--- src/verilog/tcs_params.svh ---
`ifndef TCS_PARAMS_SVH
`define TCS_PARAMS_SVH
// What this block does
// - Control bits 7 to 5 read zero.
// - Compare each vector with the previous one.
// - Skip fetch on match when skip enabled.
// - After chain activation always fetch everything.
// - Chain at repeat reload only if enabled.
// - Address error or NMI sets stop, halts.
// - Stop flag clears by read one, write zero.
// - Control bits 2 and 1 are read-only.
// - Repeat counter decrements, reloads from high half.
`define TCS_OFS_CTRL 12'h000
`define TCS_OFS_STAT 12'h004
`define TCS_OFS_MASK 12'h008
`define TCS_OFS_STATE 12'h00C
`define TCS_BIT_SKIP 4
`define TCS_BIT_CHAIN 3
`define TCS_BIT_STOP 0
`define TCS_CTRL_WMASK 8'h18
`define TCS_CTRL_RST 8'h00
`define TCS_EV_STOP 0
`define TCS_EV_DONE 1
`define TCS_EV_CHAIN 2
`define TCS_NEV 3
`endif

--- src/verilog/tcs_pkg.sv ---
package tcs_pkg;
  typedef enum logic [3:0] {
    TCS_IDLE  = 4'h1,
    TCS_FETCH = 4'h2,
    TCS_XFER  = 4'h4,
    TCS_HALT  = 4'h8
  } tcs_state_t;
endpackage

--- src/verilog/tcs_repeat_cnt.sv ---
`timescale 1ns/1ps
`include "tcs_params.svh"
module tcs_repeat_cnt #(
  parameter int W = 8
) (
  input wire logic pclk,
  input wire logic presetn,
  input wire logic load,
  input wire logic [W-1:0] load_low,
  input wire logic [W-1:0] load_high,
  input wire logic step,
  output logic [W-1:0] count,
  output logic reload
);
  logic [W-1:0] low_r;
  logic [W-1:0] high_r;
  logic [W-1:0] dec;

  // Reload fires in the step taken while the low counter holds one.
  assign dec = low_r - {{(W-1){1'b0}}, 1'b1};
  assign reload = step && (dec == '0);
  assign count = low_r;

  // Counter and reload value; a fresh load wins over a step.
  always_ff @(posedge pclk or negedge presetn) begin
    if (!presetn) begin
      low_r <= '0;
      high_r <= '0;
    end else if (load) begin
      low_r <= load_low;
      high_r <= load_high;
    end else if (step) begin
      low_r <= reload ? high_r : dec;
    end
  end
endmodule

--- src/verilog/tcs_top.sv ---
`timescale 1ns/1ps
`include "tcs_params.svh"
module tcs_top #(
  parameter int VW = 8,
  parameter int CW = 8
) (
  input wire logic pclk,
  input wire logic presetn,
  input wire logic psel,
  input wire logic penable,
  input wire logic pwrite,
  input wire logic [11:0] paddr,
  input wire logic [31:0] pwdata,
  output logic [31:0] prdata,
  output logic pready,
  output logic pslverr,
  input wire logic act_req,
  input wire logic [VW-1:0] act_vector,
  input wire logic act_chain,
  input wire logic act_repeat,
  output logic act_ack,
  input wire logic fetch_done,
  input wire logic info_load,
  input wire logic [CW-1:0] info_low,
  input wire logic [CW-1:0] info_high,
  input wire logic xfer_step,
  input wire logic xfer_last,
  input wire logic addr_err,
  input wire logic nmi_pin,
  output logic fetch_req,
  output logic xfer_en,
  output logic chain_go,
  output logic irq
);
  logic [7:0] ctrl_r;
  logic stop_r;
  logic stop_seen_r;
  logic [VW-1:0] prev_vec_r;
  logic prev_valid_r;
  logic prev_chain_r;
  logic [`TCS_NEV-1:0] stat_r;
  logic [`TCS_NEV-1:0] mask_r;
  logic [`TCS_NEV-1:0] ev;
  logic [2:0] nmi_sync_r;
  logic nmi_lvl_r;
  logic nmi_rise;
  logic stop_ev;
  logic wr;
  logic rd;
  logic ctrl_wr;
  logic [7:0] ctrl_view;
  logic skip;
  logic reload;
  logic [CW-1:0] low_count;
  tcs_pkg::tcs_state_t state_r;

  // The NMI pin is asynchronous; the edge is taken once stages two and three agree.
  always_ff @(posedge pclk or negedge presetn) begin
    if (!presetn) begin
      nmi_sync_r <= 3'h0;
      nmi_lvl_r <= 1'b0;
    end else begin
      nmi_sync_r <= {nmi_sync_r[1:0], nmi_pin};
      if (nmi_sync_r[2] == nmi_sync_r[1]) begin
        nmi_lvl_r <= nmi_sync_r[2];
      end
    end
  end
  assign nmi_rise = (nmi_sync_r[2] == nmi_sync_r[1]) && nmi_sync_r[2] && !nmi_lvl_r;
  assign stop_ev = addr_err || nmi_rise;

  // APB decode; every access completes in its first access cycle.
  assign wr = psel && penable && pwrite;
  assign rd = psel && penable && !pwrite;
  assign ctrl_wr = wr && (paddr == `TCS_OFS_CTRL);
  assign ctrl_view = {3'h0, ctrl_r[4:3], 2'h0, stop_r};

  // Only the enable bits are writable; reserved and read-only bits stay zero.
  always_ff @(posedge pclk or negedge presetn) begin
    if (!presetn) begin
      ctrl_r <= `TCS_CTRL_RST;
    end else if (ctrl_wr) begin
      ctrl_r <= pwdata[7:0] & `TCS_CTRL_WMASK;
    end
  end

  // Stop flag: set wins over clear, and a clear needs a prior read of one.
  always_ff @(posedge pclk or negedge presetn) begin
    if (!presetn) begin
      stop_r <= 1'b0;
      stop_seen_r <= 1'b0;
    end else begin
      if (stop_ev) begin
        stop_r <= 1'b1;
      end else if (ctrl_wr && stop_seen_r && !pwdata[`TCS_BIT_STOP]) begin
        stop_r <= 1'b0;
      end
      if (stop_ev || ctrl_wr) begin
        stop_seen_r <= 1'b0;
      end else if (rd && paddr == `TCS_OFS_CTRL && stop_r) begin
        stop_seen_r <= 1'b1;
      end
    end
  end

  // Skip decision is combinational on the incoming vector.
  assign skip = ctrl_r[`TCS_BIT_SKIP] && prev_valid_r && !prev_chain_r
    && (act_vector == prev_vec_r);

  tcs_repeat_cnt #(
    .W(CW)
  ) u_cnt (
    .pclk(pclk),
    .presetn(presetn),
    .load(info_load),
    .load_low(info_low),
    .load_high(info_high),
    .step(xfer_step && (state_r == tcs_pkg::TCS_XFER) && act_repeat),
    .count(low_count),
    .reload(reload)
  );

  // Activation sequencer; a stop event overrides every state.
  always_ff @(posedge pclk or negedge presetn) begin
    if (!presetn) begin
      state_r <= tcs_pkg::TCS_IDLE;
      act_ack <= 1'b0;
      fetch_req <= 1'b0;
      xfer_en <= 1'b0;
      chain_go <= 1'b0;
    end else begin
      act_ack <= 1'b0;
      chain_go <= 1'b0;
      if (stop_ev) begin
        state_r <= tcs_pkg::TCS_HALT;
        fetch_req <= 1'b0;
        xfer_en <= 1'b0;
      end else begin
        unique case (state_r)
          tcs_pkg::TCS_IDLE: begin
            if (act_req) begin
              act_ack <= 1'b1;
              if (skip) begin
                state_r <= tcs_pkg::TCS_XFER;
                xfer_en <= 1'b1;
              end else begin
                state_r <= tcs_pkg::TCS_FETCH;
                fetch_req <= 1'b1;
              end
            end
          end
          tcs_pkg::TCS_FETCH: begin
            if (fetch_done) begin
              state_r <= tcs_pkg::TCS_XFER;
              fetch_req <= 1'b0;
              xfer_en <= 1'b1;
            end
          end
          tcs_pkg::TCS_XFER: begin
            if (xfer_step && xfer_last) begin
              state_r <= tcs_pkg::TCS_IDLE;
              xfer_en <= 1'b0;
              // Repeat mode chains at reload only when enabled.
              chain_go <= act_chain && (!act_repeat
                || (reload && ctrl_r[`TCS_BIT_CHAIN]));
            end
          end
          tcs_pkg::TCS_HALT: begin
            if (!stop_r) begin
              state_r <= tcs_pkg::TCS_IDLE;
            end
          end
        endcase
      end
    end
  end

  // Previous vector memory; chain outcome forces a refetch next time.
  always_ff @(posedge pclk or negedge presetn) begin
    if (!presetn) begin
      prev_vec_r <= '0;
      prev_valid_r <= 1'b0;
      prev_chain_r <= 1'b0;
    end else if (stop_ev) begin
      prev_valid_r <= 1'b0;
    end else begin
      if (state_r == tcs_pkg::TCS_IDLE && act_req) begin
        prev_vec_r <= act_vector;
        prev_valid_r <= 1'b1;
      end
      if (state_r == tcs_pkg::TCS_XFER && xfer_step && xfer_last) begin
        prev_chain_r <= act_chain && (!act_repeat || (reload && ctrl_r[`TCS_BIT_CHAIN]));
      end
    end
  end

  // Sticky event bits; set wins over the clear that a status read performs.
  assign ev = {chain_go, (state_r == tcs_pkg::TCS_XFER) && xfer_step && xfer_last, stop_ev};
  always_ff @(posedge pclk or negedge presetn) begin
    if (!presetn) begin
      stat_r <= '0;
      mask_r <= '0;
      irq <= 1'b0;
    end else begin
      // The clear falls on the setup edge, where prdata takes its snapshot, so no event is lost.
      if (psel && !penable && !pwrite && paddr == `TCS_OFS_STAT) begin
        stat_r <= ev;
      end else begin
        stat_r <= stat_r | ev;
      end
      if (wr && paddr == `TCS_OFS_MASK) begin
        mask_r <= pwdata[`TCS_NEV-1:0];
      end
      irq <= |(stat_r & mask_r);
    end
  end

  // Read mux is registered so prdata comes from a flip-flop; answer in first access cycle.
  always_ff @(posedge pclk or negedge presetn) begin
    if (!presetn) begin
      prdata <= 32'h0000_0000;
      pready <= 1'b0;
      pslverr <= 1'b0;
    end else begin
      pready <= psel && !penable;
      pslverr <= psel && !penable && !(paddr == `TCS_OFS_CTRL || paddr == `TCS_OFS_STAT
        || paddr == `TCS_OFS_MASK || paddr == `TCS_OFS_STATE);
      prdata <= 32'h0000_0000;
      if (psel && !penable && !pwrite) begin
        case (paddr)
          `TCS_OFS_CTRL: prdata <= {24'h00_0000, ctrl_view};
          `TCS_OFS_STAT: prdata <= {29'h0000_0000, stat_r};
          `TCS_OFS_MASK: prdata <= {29'h0000_0000, mask_r};
          `TCS_OFS_STATE: prdata <= {{(24-CW){1'b0}}, low_count, 4'h0, state_r};
          default: prdata <= 32'h0000_0000;
        endcase
      end
    end
  end
endmodule
--- config.mk ---
export PLATFORM = sky130hd
export DESIGN_NAME = tcs_top
export DESIGN_NICKNAME = d
export VERILOG_FILES = /design/src/verilog/tcs_pkg.sv /design/src/verilog/tcs_repeat_cnt.sv /design/src/verilog/tcs_top.sv
export VERILOG_INCLUDE_DIRS = /design/src /design/src/verilog
export SDC_FILE = /design/constraint.sdc
export NUM_CORES = 1
export LEC_CHECK = 0
export BUFFER_PORTS_ARGS = -buffer_cell sky130_fd_sc_hd__clkbuf_2
export CAP_MARGIN = 20
export CORE_MARGIN = 5
export CORE_UTILIZATION = 49
export DETAILED_ROUTE_END_ITERATION = 10
export GPL_ROUTABILITY_DRIVEN = 0
export PLACE_DENSITY = 0.8
export SLEW_MARGIN = 25
export SYNTH_ARGS = -nofsm -noshare
export SYNTH_HDL_FRONTEND = slang
export SYNTH_SLANG_ARGS = --single-unit
--- constraint.sdc ---
create_clock -name pclk -period 2.9 [get_ports pclk]
set_clock_uncertainty 0.05 [all_clocks]
set_input_delay 0.58 -clock pclk [delete_from_list [all_inputs] [get_ports pclk]]
set_output_delay 0.58 -clock pclk [all_outputs]
set_load 0.02 [all_outputs]
# == Word level (Yosys, flattened, before mapping) ==
# Cells that the tools add are included.
# totals
reg_bits,83
in_bits,82
output_inout_bits,39
wordCells,129
# classes
add_sub_neg,1
n_eq_ne,15
mux,36
bitwise_logic,3
reduce_logical,53
# ops
cell,count
16-bit case mux with 4 select lines,1
1-bit logical AND,26
"12-bit by 4-bit equality test with 1-bit output, second input constant",2
8-bit two-way mux,3
1-bit two-way mux,21
4-bit two-way mux,5
16-bit two-way mux,1
4-bit case mux with 4 select lines,1
"3-bit != test, second input constant",5
"12-bit by 3-bit equality test with 1-bit output, second input constant",1
12-bit logical NOT,1
8-bit equality test,1
8-bit logical NOT,1
4-bit AND reduction,2
2-bit nonzero test,4
"8-bit by 1-bit subtractor with 8-bit output, second input constant",1
1-bit logical NOT,7
1-bit logical OR,6
3-bit two-way mux,2
5-bit AND reduction,1
"4-bit by 1-bit equality test with 1-bit output, second input constant",1
"4-bit by 2-bit equality test with 1-bit output, second input constant",1
"4-bit by 3-bit equality test with 1-bit output, second input constant",1
"4-bit equality test, second input constant",1
other kinds (11),12

# == Depth between registers and ports, before layout ==
# Gate-level depths: netlist of the first run.
# depth
depth_word,10
depth_mapped,9

# == By module ==
# From an unflattened synthesis of the first run, not the netlist that was laid out.
# hier_totals
hier_cells,289
hier_area_um2,3181.8
# modules_own_cells
mod,n_inst,cells_per_inst,area_per_inst_um2
tcs_top,1,203,2273.4
tcs_repeat_cnt,1,86,908.4

# == Worst setup path before layout of the first run ==
# OpenSTA, ideal clock, no wires.
# synth_path
path_kind,input -> register
from,in paddr[7]
to,reg ctrl_r[3]
setup_time_ns,0.128
t_arrival_ns,2.026
setup_slack_ns,0.697
cell_stages,4
n_path_buf,0
path_cell_list,or4_1 > nor4_4 > nand4_1 > mux2_1
# synth_between
elab_chain_cells,2
# synth_rtl
element,line_no,source
"start, declared",tcs_top.sv:12,"input wire logic [11:0] paddr,"
12-bit logical NOT,-,
1-bit logical AND,tcs_top.sv:75,assign ctrl_wr = wr && (paddr == `TCS_OFS_CTRL);
"end signal, assigned",tcs_top.sv:81,ctrl_r <= `TCS_CTRL_RST;
"end signal, assigned",tcs_top.sv:83,ctrl_r <= pwdata[7:0] & `TCS_CTRL_WMASK;
"end, declared",tcs_top.sv:35,logic [7:0] ctrl_r;
# Every way passes these cells.
# A chain may end at the register's enable or synchronous reset.

# == Worst setup path after layout of the first run ==
# layout_path
from,"reg u_cnt.low_r[4], in the netlist u_cnt.count[4]"
to,"reg u_cnt.low_r[3], in the netlist u_cnt.count[3]"
# layout_between
elab_chain_cells,6
# layout_rtl
element,line_no,source
"start, declared",tcs_repeat_cnt.sv:15,logic [W-1:0] low_r;
"start signal, assigned",tcs_repeat_cnt.sv:30,low_r <= load_low;
"start signal, assigned",tcs_repeat_cnt.sv:33,low_r <= reload ? high_r : dec;
8-bit by 1-bit subtractor with 8-bit output,tcs_repeat_cnt.sv:20,"assign dec = low_r - {{(W-1){1'b0}}, 1'b1};"
8-bit logical NOT,tcs_repeat_cnt.sv:21,assign reload = step && (dec == '0);
1-bit logical AND,tcs_repeat_cnt.sv:21,
8-bit two-way mux,tcs_repeat_cnt.sv:33,
8-bit two-way mux,tcs_repeat_cnt.sv:32,end else if (step) begin
8-bit two-way mux,tcs_repeat_cnt.sv:29,end else if (load) begin
# Every way passes these cells. The select of a mux whose other input is x is not followed.

==> impl_metrics.env, run 1 <==
export IMPL_status="complete, no violations"
export IMPL_p_switching_uw=658
export IMPL_p_int_uw=1700
export IMPL_synth_async_reset_ratio=1.00
export IMPL_fin_ws_ns=0.557
export IMPL_htreeDepth=3
export IMPL_start_kind="register"
export IMPL_diodes=0
export IMPL_portBuffers=74
export IMPL_hold_buffers=0
export IMPL_fin_crit_ns=2.34
export IMPL_end_kind="register"
export IMPL_required_ns=3.08
export IMPL_die_w_um=91.3
export IMPL_ctsRootBufferMaster="clkbuf_8"
export IMPL_finalSetupViolCount=0
export IMPL_syn_inst=299
export IMPL_grt_pass1_vias=2518
export IMPL_clkTransAtPathRegs_ns=0.07
export IMPL_syn2layout_area_growth_pct=18.1
export IMPL_total_leakage_power_uw=0.00190
export IMPL_maxSlewHeadroom=0.478
export IMPL_numCtsBuffers=9
export IMPL_grt_max_degree=35
export IMPL_arrival_ns=2.53
export IMPL_power_frac_comb=0.172
export IMPL_ys_types=63
export IMPL_avgRoutedWirePerCell_um=15.5
export IMPL_drc=0
export IMPL_syn_area_um2=3240
export IMPL_setup_tns_ns=0
export IMPL_synthFlopType="dfrtp_1"
export IMPL_vias=2461
export IMPL_power_density_nw_per_um2=617
export IMPL_yosysWarnings=0
export IMPL_drive_gt1_frac=0.318
export IMPL_dieArea_um2=8330
export IMPL_ant_nets=0
export IMPL_cts_buffer_depth=2
export IMPL_dr_pass1_iters=4
export IMPL_synth_top_cell_area_share=0.487
export IMPL_clkPwrFrac=0.356
export IMPL_ir_drop_mv=0.448
export IMPL_grt_ovfl_total=0
export IMPL_yosysTopAreaCell="dfrtp_1"
export IMPL_viasPerCell=5.39
export IMPL_clk_latency_ns=0.33
export IMPL_rsz0062_at_grt="no"
export IMPL_post_cts_resized=0
export IMPL_syn_area_per_cell_um2=10.8
export IMPL_hp_class="in -> async"
export IMPL_post_route_util=0.599
export IMPL_worstMarginPinSlew_ns=0.783
export IMPL_fin_nets=460
export IMPL_layout_commonest_cell="clkbuf_2"
export IMPL_place_hpwl_um=5300
export IMPL_critical_path_class="reg -> reg"
export IMPL_finalInstanceArea_um2=3820
export IMPL_place_ws_ns=0.449
export IMPL_slew_violations=0
export IMPL_drt_iter0_drc=104
export IMPL_timing_fmax_ghz=0.427
export IMPL_seq_power_share=0.472
export IMPL_path_max_fanout=10
export IMPL_grt_pass1_wl_um=11800
export IMPL_ys_ff_latch=64
export IMPL_ys_seq_area_frac=0.495
export IMPL_swShare=0.279
export IMPL_wl_um=7080
export IMPL_postCtsSetupRepairBufs=0
export IMPL_placementRows=29
export IMPL_grt_util_all_layers=0.174
export IMPL_hold_viol=0
export IMPL_ios=121
export IMPL_die_h_um=91.3
export IMPL_ys_top_cells_by_area="dfrtp_1 (49%), buf_4 (4.9%), mux2_2 (4.5%), mux2_1 (3.1%), nor2_1 (2.8%)"
export IMPL_start_util=0.507
export IMPL_cap_violations=0
export IMPL_clkSinkCount=64
export IMPL_antenna_found_initial=0
export IMPL_placed_area_um2=3600
export IMPL_final_cell_mix="clkbuf_2 (74), dfrtp_1 (63), nor2_1 (24), nand2_1 (21), conb_1 (19)"
export IMPL_period_share=0.808
export IMPL_cts_tree="built"
export IMPL_synth_edf_count=0
export IMPL_core_area_um2=6390
through the flow:
stage,hold WS [ns],total power [uW],instances
CTS,0.289,2380,457
finish,0.268,2360,457
detailed placement,0.291,1530,441
global route,0.298,2480,457
global placement,0.285,1500,441
floorplan,0.234,1420,317
path summary, 6_finish.rpt:
kind | end | depth (start not counted) | start | slack [ns]
setup / recovery | u_cnt.count[3] | 5 | u_cnt.count[4] | 0.56
hold / removal | u_cnt.high_r[0] | 1 | presetn | 0.27
setup reg to reg | u_cnt.count[3] | 5 | u_cnt.count[4] | 0.56
hold reg to reg | nmi_sync_r[1] | 0 | nmi_sync_r[0] | 0.31
max in group asynchronous | state_r[0] | 2 | presetn | 1.82
min in group pclk | nmi_sync_r[0] | 1 | nmi_pin | 0.30
final cells by class:
cell class	instances	area [um^2]
Inverter	11	41.3
Clock buffer	10	138
Multi-Input combinational cell	212	1460
Clock inverter	6	82.6
Timing Repair Buffer	77	405
Fill cell	537	2560
Sequential cell	64	1600
Tap cell	77	96.3
sequential cells by signal, summed over array words and instances (netlist names), 2 cells and up:
register      count
ctrl_r            2
mask_r            3
nmi_sync_r        3
prdata           13
prev_vec_r        8
stat_r            3
state_r           4
u_cnt.count       8
u_cnt.high_r      8
cell usage after synthesis (3+ instances only):
cell,count
ha_1,3
a21o_1,3
a21oi_1,7
xnor2_1,5
mux2_1,9
nor4_1,5
o21ai_0,4
nand3_1,5
buf_2,3
mux2i_1,3
buf_4,21
nand2_1,21
xor2_1,10
a31oi_1,4
and3_1,4
mux2_2,13
dfrtp_1,63
nor2_1,24
nand4_1,9
clkbuf_1,5
and2_1,8
nor3_1,8
inv_1,11
power groups by stage:
stage / Combinational, uW / Sequential [uW] / Clock (uW)
after CTS: 409 / 1110 / 858
after floorplan: 321 / 1100 / 0
final: 405 / 1110 / 841
after global placement: 384 / 1110 / 0
after detailed placement: 402 / 1130 / 0
after global routing: 452 / 1130 / 896
cell families after synthesis:
logic type,count (synthesis),synth area share
AO/OA/AOI/OAI,41,0.0951
buffers and inverters,41,0.0754
XOR/XNOR,15,0.0406
AND/OR/NAND/NOR,108,0.188
flip-flops,64,0.495
other,1,0.00116
adder cells (fa/ha/maj),3,0.0116
multiplexers,26,0.0928
critical path, cell delays in order, from the launching register on:
cell and delay [ns]:
dfrtp_1 0.49, nor4_2 0.48, nand2_1 0.18, xor2_1 0.60, a32oi_1 0.23, a221oi_2 0.22
layer usage:
metal / vias up / part of all wire / track usage
met5: - / 0 / 0
met4: 0 / 0.013 / 0.0697
met3: 10 / 0.079 / 0.0545
met2: 90 / 0.49 / 0.281
met1: 1176 / 0.42 / 0.217
li1: 1185 / - / -
Power figures use the tool's default switching activity.
==> inputs of run 2 (changes only) <==
Settings changed: CORE_UTILIZATION 49 to 45, PLACE_DENSITY 0.8 to 0.77.
Clock period 2.9 ns to 1.95 ns, I/O delays scaled along.
==> impl_metrics.env, run 2 (synthesis gave the netlist of run 1 again) <==
export IMPL_status="finished with violations"
export IMPL_violations="negative setup slack"
export IMPL_diodes=0
export IMPL_worstMarginPinSlew_ns=0.483
export IMPL_dieArea_um2=8990
export IMPL_grt_pass1_vias=2571
export IMPL_fin_ws_ns=-0.00800
export IMPL_placed_area_um2=3860
export IMPL_ios=121
export IMPL_arrival_ns=2.13
export IMPL_end_kind="register"
export IMPL_grt_ovfl_total=0
export IMPL_p_int_uw=2660
export IMPL_clkPwrFrac=0.338
export IMPL_vias=2593
export IMPL_ant_nets=0
export IMPL_hp_class="in -> reg"
export IMPL_die_h_um=94.8
export IMPL_start_kind="register"
export IMPL_die_w_um=94.8
export IMPL_viasPerCell=5.02
export IMPL_rsz0062_at_grt="yes"
export IMPL_period_share=1.00
export IMPL_cts_buffer_depth=2
export IMPL_syn2layout_area_growth_pct=31.3
export IMPL_swShare=0.273
export IMPL_numCtsBuffers=9
export IMPL_required_ns=2.13
export IMPL_clk_latency_ns=0.34
export IMPL_dr_pass1_iters=4
export IMPL_clkSinkCount=64
export IMPL_ir_drop_mv=0.673
export IMPL_top_register="prdata"
export IMPL_grt_pass1_wl_um=12100
export IMPL_place_ws_ns=-0.226
export IMPL_wl_um=7590
export IMPL_largest_reg_flops=13
export IMPL_finalSetupViolCount=1
export IMPL_grt_util_all_layers=0.175
export IMPL_ctsRootBufferMaster="clkbuf_8"
export IMPL_drc=0
export IMPL_fin_crit_ns=1.96
export IMPL_timing_fmax_ghz=0.511
export IMPL_power_density_nw_per_um2=862
export IMPL_placementRows=31
export IMPL_drive_gt1_frac=0.421
export IMPL_fin_nets=498
export IMPL_start_util=0.454
export IMPL_htreeDepth=3
export IMPL_hold_viol=0
export IMPL_layout_cells_non_filler=517
export IMPL_cts_tree="built"
export IMPL_antenna_found_initial=0
export IMPL_slew_violations=0
export IMPL_cap_violations=0
export IMPL_place_hpwl_um=5570
export IMPL_core_area_um2=7140
export IMPL_seq_power_share=0.447
export IMPL_clkTransAtPathRegs_ns=0.07
export IMPL_total_leakage_power_uw=0.00211
export IMPL_power_frac_comb=0.215
export IMPL_avgRoutedWirePerCell_um=14.7
export IMPL_p_switching_uw=1000
export IMPL_path_max_fanout=8
export IMPL_layout_commonest_cell="clkbuf_2"
export IMPL_dp_cells=492
export IMPL_portBuffers=74
export IMPL_grt_max_degree=50
export IMPL_finalInstanceArea_um2=4250
export IMPL_critical_path_class="reg -> reg"
export IMPL_maxSlewHeadroom=0.673
export IMPL_final_cell_mix="clkbuf_2 (74), dfrtp_1 (62), buf_4 (37), nor2_1 (22), nand2_1 (20)"
export IMPL_drt_iter0_drc=195
## run 2: per-layer routing
layer  routed length, um  vias to the layer above  track usage
met5                   0                        -            0
met1                3110                     1251        0.215
met2                3930                       70        0.290
met3                 434                       10       0.0430
met4                 121                        0       0.0817
li1                    -                     1262            -
## run 2: worst paths after layout
| check | from | endpoint | slack [ns] | cells past startpoint |
|---|---|---|---|---|
| setup / recovery | u_cnt.count[0] | u_cnt.count[7] | -0.008 | 5 |
| hold / removal | nmi_pin | nmi_sync_r[0] | 0.1 | 1 |
| setup reg to reg | u_cnt.count[0] | u_cnt.count[7] | -0.008 | 5 |
| hold reg to reg | nmi_sync_r[0] | nmi_sync_r[1] | 0.31 | 0 |
| max in group asynchronous | presetn | state_r[0] | 0.73 | 3 |
| min in group asynchronous | presetn | u_cnt.count[5] | 0.47 | 2 |
## run 2: stage by stage
step                utilization  hold WS (ns)   TNS, ns  total power [uW]
finish                    0.595        0.0984  -0.00800              3660
global route              0.595        0.0918    -0.368              3860
CTS                       0.578        0.0811  -0.00719              3640
detailed placement        0.541         0.294     -2.65              2360
global placement          0.541         0.283     -1.95              2320
floorplan                     -        0.0444    -0.409              2110
## run 2: cell type report
| cell class | count | area, um^2 |
|---|---|---|
| clock inverter | 3 | 65.1 |
| timing repair buffer | 115 | 694 |
| tap | 99 | 124 |
| multi-input combinational | 212 | 1570 |
| inverter | 11 | 41.3 |
| clock buffer | 13 | 149 |
| fill | 622 | 2890 |
| sequential | 64 | 1600 |
## run 2: worst max-delay path: stages (launching register included)
cell and delay (ns):
dfrtp_1 0.41, or3_4 0.44, or4_4 0.44, and2_4 0.22
a311oi_2 0.21, o21ai_1 0.08
## run 2: power groups by stage
stage | sequential, uW | combinational [uW] | clock, uW
4_1_cts | 1630 | 727 | 1280
6_report | 1640 | 786 | 1240
3_5_place_dp | 1650 | 711 | 0
2_1_floorplan | 1630 | 481 | 0
3_3_place_gp | 1630 | 686 | 0
5_1_grt | 1660 | 867 | 1330
## run 2: repair_timing
| action | CTS | global route |
|---|---|---|
| resized for setup | 8 | 18 |
| setup endpoints to repair | 14 | 22 |
| hold endpoints to repair | 15 | 0 |
| pin swaps | 3 | 9 |
| hold buffers | 1 | 0 |
| setup buffers | 0 | 6 |
| cloned | 1 | 1 |
==> inputs of run 3 (changes only) <==
Settings changed: CORE_UTILIZATION 45 to 46, CTS_BUF_LIST set to sky130_fd_sc_hd__clkbuf_8, PLACE_DENSITY 0.77 to unset, PLACE_DENSITY_LB_ADDON set to 0.08.
==> impl_metrics.env, run 3 (synthesis gave the netlist of run 1 again) <==
export IMPL_clkTransAtPathRegs_ns=0.07
export IMPL_largest_reg_flops=13
export IMPL_grt_ovfl_total=0
export IMPL_hold_viol=0
export IMPL_end_kind="register"
export IMPL_worstMarginPinSlew_ns=0.576
export IMPL_power_density_nw_per_um2=871
export IMPL_dieArea_um2=8810
export IMPL_ir_drop_mv=0.755
export IMPL_cts_buffer_depth=2
export IMPL_layout_commonest_cell="clkbuf_2"
export IMPL_viasPerCell=5.02
export IMPL_total_leakage_power_uw=0.00214
export IMPL_hp_class="in -> reg"
export IMPL_setup_tns_ns=-0.0338
export IMPL_clkSinkCount=64
export IMPL_place_hpwl_um=5480
export IMPL_fin_ws_ns=-0.0186
export IMPL_avgRoutedWirePerCell_um=14.2
export IMPL_crit_start="u_cnt.count[0]"
export IMPL_timing_fmax_ghz=0.508
export IMPL_reg2reg_slack_ns=-0.02
export IMPL_dr_pass1_iters=4
export IMPL_drc=0
export IMPL_syn2layout_area_growth_pct=32.2
export IMPL_fin_crit_ns=1.97
export IMPL_grt_pass1_vias=2527
export IMPL_required_ns=2.12
export IMPL_antenna_found_initial=0
export IMPL_grt_pass1_wl_um=11900
export IMPL_path_max_fanout=6
export IMPL_die_h_um=93.9
export IMPL_grt_util_all_layers=0.171
export IMPL_drt_iter0_drc=176
export IMPL_cap_violations=0
export IMPL_clk_latency_ns=0.33
export IMPL_drive_gt1_frac=0.414
export IMPL_fin_nets=500
export IMPL_placementRows=30
export IMPL_portBuffers=74
export IMPL_vias=2590
export IMPL_slew_violations=0
export IMPL_status="finished with violations"
export IMPL_start_kind="register"
export IMPL_grt_max_degree=52
export IMPL_critical_path_class="reg -> reg"
export IMPL_wl_um=7330
export IMPL_top_register="prdata"
export IMPL_period_share=1.01
export IMPL_start_util=0.474
export IMPL_r2r_start="u_cnt.count[0]"
export IMPL_ios=121
export IMPL_rsz0062_at_grt="yes"
export IMPL_core_area_um2=6830
export IMPL_violations="negative setup slack"
export IMPL_final_cell_mix="clkbuf_2 (74), dfrtp_1 (62), buf_4 (37), nor2_1 (22), nand2_1 (20)"
export IMPL_diodes=0
export IMPL_cts_tree="built"
export IMPL_ant_nets=0
export IMPL_numCtsBuffers=9
export IMPL_whs_ns=0.115
export IMPL_hold_start="nmi_pin"
export IMPL_finalSetupViolCount=2
export IMPL_htreeDepth=3
export IMPL_arrival_ns=2.14
export IMPL_die_w_um=93.9
export IMPL_maxSlewHeadroom=0.611
export IMPL_ctsRootBufferMaster="clkbuf_8"
==> run 3: worst max-delay path, cell delays in order, from the launching register on <==
cell	delay [ns]
dfrtp_1	0.41
or3_4	0.42
xnor2_2	0.16
a2111oi_4	0.28
buf_4	0.20
a32oi_1	0.11
a221oi_2	0.22
==> run 3: final timing paths <==
kind,to,depth (start not counted)
min in group asynchronous,nmi_lvl_r,2
worst min-delay path,nmi_sync_r[0],1
worst max-delay path,u_cnt.count[3],6
worst min register to register,nmi_sync_r[1],0
worst max register to register,u_cnt.count[3],6
max in group asynchronous,state_r[0],3
==> run 3: power breakdown <==
group | leakage, uW | switching (uW) | internal [uW]
clock | 0.000125 | 471 | 816
sequential | 0.000825 | 146 | 1500
combinational | 0.00119 | 379 | 421
total | 0.00214 | 996 | 2730
==> run 3: through the flow <==
step	std cells	setup WS [ns]	cell area [um^2]	power, uW	util
detailed placement	491	-0.177	3870	2360	0.567
global route	516	-0.127	4280	3940	0.627
CTS	513	-0.0111	4210	3710	0.616
floorplan	317	-0.0764	3320	2110	-
finish	516	-0.0186	4280	3730	0.627
global placement	491	-0.162	3870	2340	0.567
==> run 3: final cells by class <==
cell class,count,area (um^2)
clock buffer,12,165
clock inverter,4,67.6
fill,593,2550
inverter,11,41.3
multi-input combinational,212,1570
sequential,64,1600
tap,96,120
timing repair buffer,117,717
==> run 3: layer usage <==
metal / share of wire / vias to the layer above / GRT usage
met3: 0.082 / 9 / 0.0513
met2: 0.46 / 94 / 0.265
met5: 0 / - / 0
li1: - / 1264 / -
met1: 0.45 / 1223 / 0.231
met4: 0.010 / 0 / 0.0542
==> run 3: repair_timing <==
action                                  4_1_cts  5_1_grt
pin swaps                                     4        3
endpoints found under the hold margin        13        0
endpoints found under the setup margin       15       21
cloned                                        1        1
hold buffers                                  1        0
buffers inserted                              4        2
gates resized for setup                      11       13
